### config.mk
export PLATFORM = sky130hd
export DESIGN_NAME = lpcfe_top
export DESIGN_NICKNAME = d
export VERILOG_FILES = /design/src/lpcfe_top.v /design/src/lpcfe_sync.v
export VERILOG_INCLUDE_DIRS = /design/src
export SDC_FILE = /design/constraint.sdc
export NUM_CORES = 1
export LEC_CHECK = 0
export BUFFER_PORTS_ARGS = -buffer_cell sky130_fd_sc_hd__buf_2
export CAP_MARGIN = 20
export CELL_PAD_IN_SITES_DETAIL_PLACEMENT = 1
export CELL_PAD_IN_SITES_GLOBAL_PLACEMENT = 1
export CORE_UTILIZATION = 40
export DETAILED_ROUTE_END_ITERATION = 7
export GPL_ROUTABILITY_DRIVEN = 0
export GPL_TIMING_DRIVEN = 0
export PLACE_DENSITY_LB_ADDON = 0.1
export SYNTH_ARGS = -nofsm -noshare
export SYNTH_HDL_FRONTEND = slang
export SYNTH_SLANG_ARGS = --single-unit
export TNS_END_PERCENT = 5
### constraint.sdc
create_clock -name mclk -period 4.6 [get_ports mclk]
set_input_delay 0.46 -clock mclk [delete_from_list [all_inputs] [get_ports mclk]]
set_output_delay 0.46 -clock mclk [all_outputs]
set_load 0.1 [all_outputs]
### src/lpcfe_map.vh
`ifndef LPCFE_MAP_VH
`define LPCFE_MAP_VH

// Start field codes seen on the last frame nibble
`define LPCFE_START_MEM 4'h0
`define LPCFE_START_FW_RD 4'hD
`define LPCFE_START_FW_WR 4'hE
`define LPCFE_CODE_ABORT 4'hF

// Level the device drives during its turnaround nibble
`define LPCFE_TAR_NIB 4'hF

// Strap capture waits for the synchroniser to fill
`define LPCFE_STRAP_WAIT 2'h2
`define LPCFE_STRAP_CNT_W 2

// Cycle front-end states
`define LPCFE_ST_W 2
`define LPCFE_ST_IDLE 2'h0
`define LPCFE_ST_FRAME 2'h1
`define LPCFE_ST_CYCLE 2'h2
`define LPCFE_ST_TAR 2'h3

// Reset values
`define LPCFE_NIB_RST 4'h0
`define LPCFE_IDX_RST 5'h00
`define LPCFE_IDX_FIRST 5'h01

`endif

### src/lpcfe_top.v
// Contract
// - Mode high: parallel programming on, bus off
// - Mode low: bus interface enabled
// - Frame assertion starts a new cycle
// - Frame during a cycle aborts it
// - Four-bit lines carry requests in, responses out
// - Control unit runs on the bus clock
// - Primary reset resets every operation
// - Second reset acts like primary reset
`include "lpcfe_map.vh"
`timescale 1ns/1ns
`default_nettype none

module lpcfe_top #(
  parameter NIB_W = 4,
  parameter IDX_W = 5
) (
  // Bus clock and resets
  input wire mclk,
  input wire nrst,
  input wire init_n,
  // Interface strap
  input wire mode_pin,
  output reg parallel_programming_mode,
  output reg lpc_mode,
  // Bus pins
  input wire lframe_n,
  input wire [NIB_W-1:0] lad_i,
  output reg [NIB_W-1:0] lad_o,
  output reg lad_oe_n,
  // Request side towards the memory core
  output reg cyc_start,
  output reg [NIB_W-1:0] cyc_type,
  output reg cyc_active,
  output reg cyc_abort,
  output reg nib_valid,
  output reg [NIB_W-1:0] nib_data,
  output reg [IDX_W-1:0] nib_idx,
  input wire cyc_end,
  // Response side from the memory core
  input wire resp_valid,
  input wire [NIB_W-1:0] resp_data,
  input wire resp_last,
  output wire resp_ready
);

  ////////////////////////////////////////////////////////////////////////////
  // Strap and second reset synchronisers

  wire mode_sync;
  wire init_sync_n;

  lpcfe_sync #(
    .WIDTH(2),
    .RST_VAL(2'h0)
  ) u_sync (
    .mclk(mclk),
    .nrst(nrst),
    .async_in({mode_pin, init_n}),
    .sync_out({mode_sync, init_sync_n})
  );

  // Second reset clears the same state the primary one does
  wire soft_rst = ~init_sync_n;

  ////////////////////////////////////////////////////////////////////////////
  // Mode capture

  reg [`LPCFE_STRAP_CNT_W-1:0] strap_cnt_r;
  reg strap_done_r;

  // Strap caught once after release and frozen; later pin changes are
  // ignored, so a misbehaving board cannot swap interfaces mid-operation.
  always @(posedge mclk or negedge nrst) begin
    if (!nrst) begin
      strap_cnt_r <= {`LPCFE_STRAP_CNT_W{1'b0}};
      strap_done_r <= 1'b0;
      parallel_programming_mode <= 1'b0;
      lpc_mode <= 1'b0;
    end else if (soft_rst) begin
      strap_cnt_r <= {`LPCFE_STRAP_CNT_W{1'b0}};
      strap_done_r <= 1'b0;
      parallel_programming_mode <= 1'b0;
      lpc_mode <= 1'b0;
    end else if (!strap_done_r) begin
      if (strap_cnt_r == `LPCFE_STRAP_WAIT) begin
        strap_done_r <= 1'b1;
        parallel_programming_mode <= mode_sync;
        lpc_mode <= ~mode_sync;
      end else begin
        strap_cnt_r <= strap_cnt_r + 1'b1;
      end
    end
  end

  // Bus logic idles unless the held strap chose it
  wire lpc_run = lpc_mode & ~soft_rst;

  ////////////////////////////////////////////////////////////////////////////
  // Start code check

  function is_start;
    input [NIB_W-1:0] code;
    begin
      is_start = (code == `LPCFE_START_MEM) ||
                 (code == `LPCFE_START_FW_RD) ||
                 (code == `LPCFE_START_FW_WR);
    end
  endfunction

  ////////////////////////////////////////////////////////////////////////////
  // Cycle state machine, clocked from the bus clock

  reg [`LPCFE_ST_W-1:0] state_r;
  reg [`LPCFE_ST_W-1:0] state_nxt;
  reg [NIB_W-1:0] code_r;

  wire in_frame = ~lframe_n;
  wire driving = (state_r == `LPCFE_ST_CYCLE) & resp_valid;

  // Core may only talk while a cycle stands and the frame is quiet
  assign resp_ready = lpc_run & (state_r == `LPCFE_ST_CYCLE) & lframe_n;

  always @* begin
    state_nxt = state_r;
    case (state_r)
      `LPCFE_ST_IDLE: begin
        if (in_frame) begin
          state_nxt = `LPCFE_ST_FRAME;
        end
      end
      `LPCFE_ST_FRAME: begin
        // Start code is the one on the last frame clock
        if (!in_frame) begin
          if (is_start(code_r)) begin
            state_nxt = `LPCFE_ST_CYCLE;
          end else begin
            state_nxt = `LPCFE_ST_IDLE;
          end
        end
      end
      `LPCFE_ST_CYCLE: begin
        if (in_frame) begin
          state_nxt = `LPCFE_ST_FRAME;
        end else if (driving && resp_last) begin
          state_nxt = `LPCFE_ST_TAR;
        end else if (cyc_end) begin
          state_nxt = `LPCFE_ST_IDLE;
        end
      end
      `LPCFE_ST_TAR: begin
        if (in_frame) begin
          state_nxt = `LPCFE_ST_FRAME;
        end else begin
          state_nxt = `LPCFE_ST_IDLE;
        end
      end
      default: begin
        state_nxt = `LPCFE_ST_IDLE;
      end
    endcase
  end

  always @(posedge mclk or negedge nrst) begin
    if (!nrst) begin
      state_r <= `LPCFE_ST_IDLE;
      code_r <= `LPCFE_NIB_RST;
    end else if (!lpc_run) begin
      state_r <= `LPCFE_ST_IDLE;
      code_r <= `LPCFE_NIB_RST;
    end else begin
      state_r <= state_nxt;
      if (in_frame) begin
        code_r <= lad_i;
      end
    end
  end

  ////////////////////////////////////////////////////////////////////////////
  // Request side outputs

  wire start_now = (state_r == `LPCFE_ST_FRAME) & ~in_frame & is_start(code_r);
  wire abort_now = ((state_r == `LPCFE_ST_CYCLE) | (state_r == `LPCFE_ST_TAR)) & in_frame;
  // First nibble rides on the clock that ends the frame, so it must be
  // taken there or the first nibble would be lost.
  wire take_nib = start_now | ((state_r == `LPCFE_ST_CYCLE) & ~in_frame & ~resp_valid);

  always @(posedge mclk or negedge nrst) begin
    if (!nrst) begin
      cyc_start <= 1'b0;
      cyc_type <= `LPCFE_NIB_RST;
      cyc_active <= 1'b0;
      cyc_abort <= 1'b0;
      nib_valid <= 1'b0;
      nib_data <= `LPCFE_NIB_RST;
      nib_idx <= `LPCFE_IDX_RST;
    end else if (!lpc_run) begin
      cyc_start <= 1'b0;
      cyc_type <= `LPCFE_NIB_RST;
      cyc_active <= 1'b0;
      cyc_abort <= 1'b0;
      nib_valid <= 1'b0;
      nib_data <= `LPCFE_NIB_RST;
      nib_idx <= `LPCFE_IDX_RST;
    end else begin
      cyc_start <= start_now;
      cyc_abort <= abort_now;
      cyc_active <= (state_nxt == `LPCFE_ST_CYCLE) | (state_nxt == `LPCFE_ST_TAR);
      nib_valid <= take_nib;
      if (start_now) begin
        cyc_type <= code_r;
        nib_idx <= `LPCFE_IDX_FIRST;
      end else if (take_nib && (nib_idx != {IDX_W{1'b1}})) begin
        // Index saturates rather than wraps on overlong cycles
        nib_idx <= nib_idx + 1'b1;
      end
      if (take_nib) begin
        nib_data <= lad_i;
      end
    end
  end

  ////////////////////////////////////////////////////////////////////////////
  // Pin drive; enable is active low

  // A frame always wins over a pending response, so an abort releases
  // the lines on the very next edge.
  always @(posedge mclk or negedge nrst) begin
    if (!nrst) begin
      lad_o <= `LPCFE_NIB_RST;
      lad_oe_n <= 1'b1;
    end else if (!lpc_run) begin
      lad_o <= `LPCFE_NIB_RST;
      lad_oe_n <= 1'b1;
    end else if (resp_ready && resp_valid) begin
      lad_o <= resp_data;
      lad_oe_n <= 1'b0;
    end else if ((state_r == `LPCFE_ST_TAR) && !in_frame) begin
      lad_o <= `LPCFE_TAR_NIB;
      lad_oe_n <= 1'b0;
    end else begin
      lad_o <= `LPCFE_NIB_RST;
      lad_oe_n <= 1'b1;
    end
  end

endmodule

`default_nettype wire

### src/lpcfe_sync.v
`timescale 1ns/1ns
`default_nettype none

module lpcfe_sync #(
  parameter WIDTH = 1,
  parameter [WIDTH-1:0] RST_VAL = {WIDTH{1'b0}}
) (
  // Clock and reset
  input wire mclk,
  input wire nrst,
  // Data
  input wire [WIDTH-1:0] async_in,
  output wire [WIDTH-1:0] sync_out
);

  reg [WIDTH-1:0] meta_r;
  reg [WIDTH-1:0] sync_r;

  // First stage feeds only the second stage
  always @(posedge mclk or negedge nrst) begin
    if (!nrst) begin
      meta_r <= RST_VAL;
      sync_r <= RST_VAL;
    end else begin
      meta_r <= async_in;
      sync_r <= meta_r;
    end
  end

  assign sync_out = sync_r;

endmodule

`default_nettype wire

# Word-level counts from Yosys, hierarchy flattened

Index checks and enable logic that the tools add are counted.

$add $sub $neg: 2
Equal/unequal tests: 16
Multiplexer cells: 40
Bitwise logic cells: 15
Reductions and logical operators: 10

Operators with widths:

| cell                                                   | number |
|---|---|
| 2-to-1 mux 4 bit                                       | 9 |
| 2-to-1 mux 2 bit                                       | 10 |
| 2-to-1 mux 1 bit                                       | 17 |
| 2-to-1 mux 5 bit                                       | 3 |
| equality test 2 bit (second input constant)            | 5 |
| bitwise AND 1 bit                                      | 9 |
| equality test 4 bit (second input constant)            | 2 |
| inequality test 2 bit (second input constant)          | 4 |
| one-hot mux 2 bit (4 select lines)                     | 1 |
| adder 5 x 1 -> 5 bit (second input constant)           | 1 |
| inequality test 5 bit (second input constant)          | 1 |
| logical AND 1 bit                                      | 4 |
| zero test 4 bit                                        | 1 |
| inequality test 2 x 1 -> 1 bit (second input constant) | 2 |
| AND reduction 2 bit                                    | 2 |
| inequality test 3 x 1 -> 1 bit (second input constant) | 1 |
| inverter 1 bit                                         | 3 |
| OR 1 bit                                               | 3 |
| adder 2 x 1 -> 2 bit (second input constant)           | 1 |
| equality test 2 x 1 -> 1 bit (second input constant)   | 1 |
| zero test 2 bit                                        | 1 |
| logical OR 1 bit                                       | 2 |

Register bits: 37
Input bits: 16
Output and inout port bits: 25

# Longest topological paths before layout

Word-level depth: 9
Depth in mapped cells: 6

# Hierarchy

From an unflattened synthesis, not the netlist that was laid out.

Cell total of the unflattened synthesis: 145
Area total of the unflattened synthesis: 1,605.3 um2

By module, submodules not included:

| module     | times used | cells each | area an instance (um2) |
|---|---|---|---|
| lpcfe_top  | 1          | 141        | 1,505.2 |
| lpcfe_sync | 1          | 4          | 100.1 |

# Worst setup path before layout

Ideal clock, no wire load.

Path kind: flip-flop to output port
Start point: register lpc_mode
End point: output resp_ready
Data arrival time: 3.491 ns
Required time: 4.140 ns
Slack: 0.649 ns
Stages on the path, launching flop included: 4
Path through: dfrtp_1 and2_1 nand2_1 nor3b_1

Word-level cells in the longest chain between the ends: 3

Ends and longest elaborated chain:

| item                           | line            | text |
|---|---|---|
| start, declared                | lpcfe_top.v:25  | `output reg lpc_mode,` |
| start signal, assigned         | lpcfe_top.v:89  | `lpc_mode <= ~mode_sync;` |
| bitwise AND 1 bit              | lpcfe_top.v:97  | `wire lpc_run = lpc_mode & ~soft_rst;` |
| bitwise AND 1 bit (2 in a row) | lpcfe_top.v:122 | `` assign resp_ready = lpc_run & (state_r == `LPCFE_ST_CYCLE) & lframe_n; `` |
| end, declared                  | lpcfe_top.v:44  | `output wire resp_ready` |

No other way between the ends.

# Final worst setup path

Start point: register u_sync.sync_r[0], in the netlist u_sync.sync_out[0]
End point: output resp_ready

Word-level cells in the longest chain between the ends: 3

Ends and longest elaborated chain:

| item                           | line            | text |
|---|---|---|
| start, declared                | lpcfe_sync.v:17 | `reg [WIDTH-1:0] sync_r;` |
| start signal, assigned         | lpcfe_sync.v:26 | `sync_r <= meta_r;` |
| bitwise AND 1 bit              | lpcfe_top.v:97  |  |
| bitwise AND 1 bit (2 in a row) | lpcfe_top.v:122 |  |

No other way between the ends.

==> reports/results.md <==
### Synth
• dfrtp_1 55%, a21oi_1 5.9%, mux2i_1 4.3% — Synth area leaders
• dfrtp_1 — most frequent cell after synthesis
• 1.000 — proportion of synthesized flip-flops having asynchronous set or reset
• 0.5704 — sequential fraction of the synthesis area
• 167 — syn_nets
• 36 x dfrtp_1, 19 x a21oi_1, 11 x nand2_1, 11 x nor2_1, 9 x nand3_1 — leading post-synthesis cells by instance count
• 40 — count of unique library cells instantiated by Yosys
• 148 — Post-Synthesis Cells
• 0.5543 — top-area cell type share of the netlist area
• 0 — Warnings, synthesis
• 0 — count of flip-flops with a built-in enable after synthesis
• dfrtp_1 — dominant synthesized flop cell
• 37 — #FFs+latches synth
• dfrtp_1 — biggest area consumer among synthesized cells
• 1625 um2 — cell area after synthesis
• 10.98 um2 — Mapped Avg Cell Area

### Floorplan
• 41 — count of pins on the block boundary
• 22 — count of standard-cell rows
• 3771 um2 — Core Region
• 65.75 um — Die Y
• 4322 um2 — Die ar.
• 0.4310 — starting utilization of the core area
• 65.75 um — floorplan die width

### Cells and area
• 0.3077 — share of final-layout standard cells stronger than drive strength 1
• 433 — fillcell total
• 23.09% — post-synthesis to final-layout area growth
• 0 — # diodes
• 213 — number of nets in the layout

### Timing
• 0 ns — total negative slack
• 0.007918 ns — clock skew after layout
• 0.4647 — share of the cycle needed by the critical path after routing
• 2.138 ns — min cycle time layout
• 0.4678 GHz — maximum achievable frequency
• 0 — Final Hold Vio Count
• 0 — setup violators final
• 0.8061 ns — Tightest Pin Transition
• no — unrepaired setup endpoints after global routing
• 0.4626 — headroom to the max-slew limit
• 0 — number of pins exceeding their max-slew limit in the final report

### Power
• 0.141 — Comb power frac
• 0.0002848 V — largest vdd supply drop
• 0.389 — share of total power in the clock network
• 0.7486 mW — post-route total power
• 0.1952 mW — power spent charging and discharging nets
• 0.9582 nW — Pleak
• 0.471 — portion of total power attributed to sequential cells
• 0.5534 mW — internal power summed over all cells
• 374.2 nW/um2 — total power density per cell area
• 0.2608 — share of total power consumed by net switching

### Drt
• 1277 — count of vias placed by the detailed router
• 15.73 um — wire per inst
• 4 — length of the first detailed-routing pass in iterations
• 56 — number of DRC markers in iteration 0
• 0 — DRC violation count after routing
• 5.255 — via count normalized by instance count
• 3822 um — final wirelength
• 0 — number of nets with antenna violations after detailed routing

### Global routing
• 0.2094 — overall global routing resource usage
• 6541 um — global-route wire length before repair
• 0 — initial antenna violation count
• 1362 — number of global-route vias before repair
• 38 — pin count of the biggest net entering global routing
• 0 — grt ovf

### Status
• finished clean — run status

### Clocking
• 2 — H-tree level count
• clkbuf_8 — CTS root buf
• 0 — post-CTS setup buffer count
• 2 — maximum clock path buffer count
• 0.29 ns — Clk Latency, worst-skew pair
• done — TritonCTS clock tree
• 0.07 ns — clock transition at the registers of the reported paths
• 0 — count of cells resized by post-cts repair
• 0 — post-cts hold buffer count
• 5 — total clock buffers created by CTS
• 37 — Num Clock Sinks

### Worst setup path
• buf_2 — highest-delay cell along the critical path
• flop — nature of the critical path startpoint
• 0.45 ns — maximum single-stage delay on the critical path
• 7 — critical path peak fanout
• 4.14 ns — data required time at the worst endpoint
• primary output — kind of end point of the critical path
• 1.68 ns — endpoint arrival time on the critical path
• and2_1 -> nand2_1 -> nor3b_1 -> buf_2 — crit path cell chain
• flop to primary output — category of the most critical setup path

### Placement
• 2731 um — half-perimeter wire length of the detailed placement result
• 39 — IO Port Bufs

### Hold path
• input pin to async pin — class of the most critical hold timing path

### Job
• 0 — number of max-cap violations

## worst paths after layout
| kind | from | slack, ns | end | cells past startpoint |
|---|---|---|---|---|
| min | nrst | 0.26 | cyc_type[3] | 1 |
| max reg2reg | nib_idx[0] | 2.89 | nib_idx[1] | 6 |
| max in group asynchronous | nrst | 3.84 | u_sync.sync_out[0] | 1 |
| max | u_sync.sync_out[0] | 2.46 | resp_ready | 4 |
| min reg2reg | u_sync.meta_r[1] | 0.35 | u_sync.sync_out[1] | 0 |
| min in group mclk | init_n | 0.28 | u_sync.meta_r[0] | 1 |
## kinds of logic after synthesis
family                     Yosys count  share of synthesized area
and+or+nand+nor                     55                     0.1879
adders and majority gates            3                    0.02310
DFF                                 37                     0.5704
muxes                                7                    0.04311
AOI/OAI and AO/OA                   34                     0.1239
xor gates and xnor gates             5                    0.02694
buffers and inverters                7                    0.02464
## cell usage in the layout, fill, tap and decap left out, types with 2 or more instances in the layout
| cell | instances |
|---|---|
| mux2i_1 | 7 |
| xnor2_1 | 4 |
| buf_2 | 41 |
| or3_1 | 2 |
| a21oi_1 | 19 |
| nor2_1 | 11 |
| ha_1 | 3 |
| o211ai_1 | 4 |
| nand2_1 | 11 |
| clkbuf_8 | 6 |
| clkbuf_1 | 2 |
| and2_1 | 3 |
| nor3_1 | 4 |
| a21boi_0 | 2 |
| o21ai_0 | 5 |
| dfrtp_1 | 36 |
| nand3_1 | 9 |
## final cells by class
cell class,instances,area [um2],share of cell area
buffer,6,36.28,0.01814
clock buffer,6,82.58,0.04128
clock inverter,2,37.54,0.01876
inverter,1,3.754,0.001876
multi-input combinational,104,658.1,0.3290
sequential,37,927.1,0.4634
tap,48,60.06,0.03002
timing repair buffer,39,195.2,0.09756
## registers in the layout (all words and copies together), names as in the netlist, 2 cells and up
register         count
code_r               4
nib_idx              5
state_r              2
cyc_type             4
nib_data             4
lad_o                4
u_sync.meta_r        2
u_sync.sync_out      2
strap_cnt_r          2
## power groups by stage
stage               clock network [mW]  registers (mW)  logic, mW
global placement                     0           0.357     0.0979
global route                     0.313           0.355      0.119
CTS                              0.297           0.352      0.108
finish                           0.291           0.352      0.105
floorplan                            0           0.375     0.0548
detailed placement                   0           0.359      0.107
## worst max-delay path: cells and delay by family (launching register included)
kind	cells	cell delay [ns]
and+or+nand+nor	3	0.50
buffers and inverters	1	0.45
DFF	1	0.43
## through the flow
stage               instances    util  setup slack [ns]  cell area, um2  hold WS [ns]
floorplan                 148       -            0.6486            1625        0.1644
global placement          235  0.4987             2.587            1881        0.3318
detailed placement        235  0.4987             2.575            1881        0.3362
CTS                       243  0.5305             2.419            2001        0.2661
global route              243  0.5305             2.300            2001        0.2553
finish                    243  0.5305             2.462            2001        0.2579
## metal layers
metal | wire [um] | track usage | up-vias
li1 | - | - | 614
met1 | 1587 | 0.2416 | 635
met2 | 2071 | 0.3712 | 24
met3 | 122 | 0.05729 | 4
met4 | 40 | 0.06522 | 0
met5 | 0 | 0 | -
No activity file was read; power rests on OpenSTA's default activity.
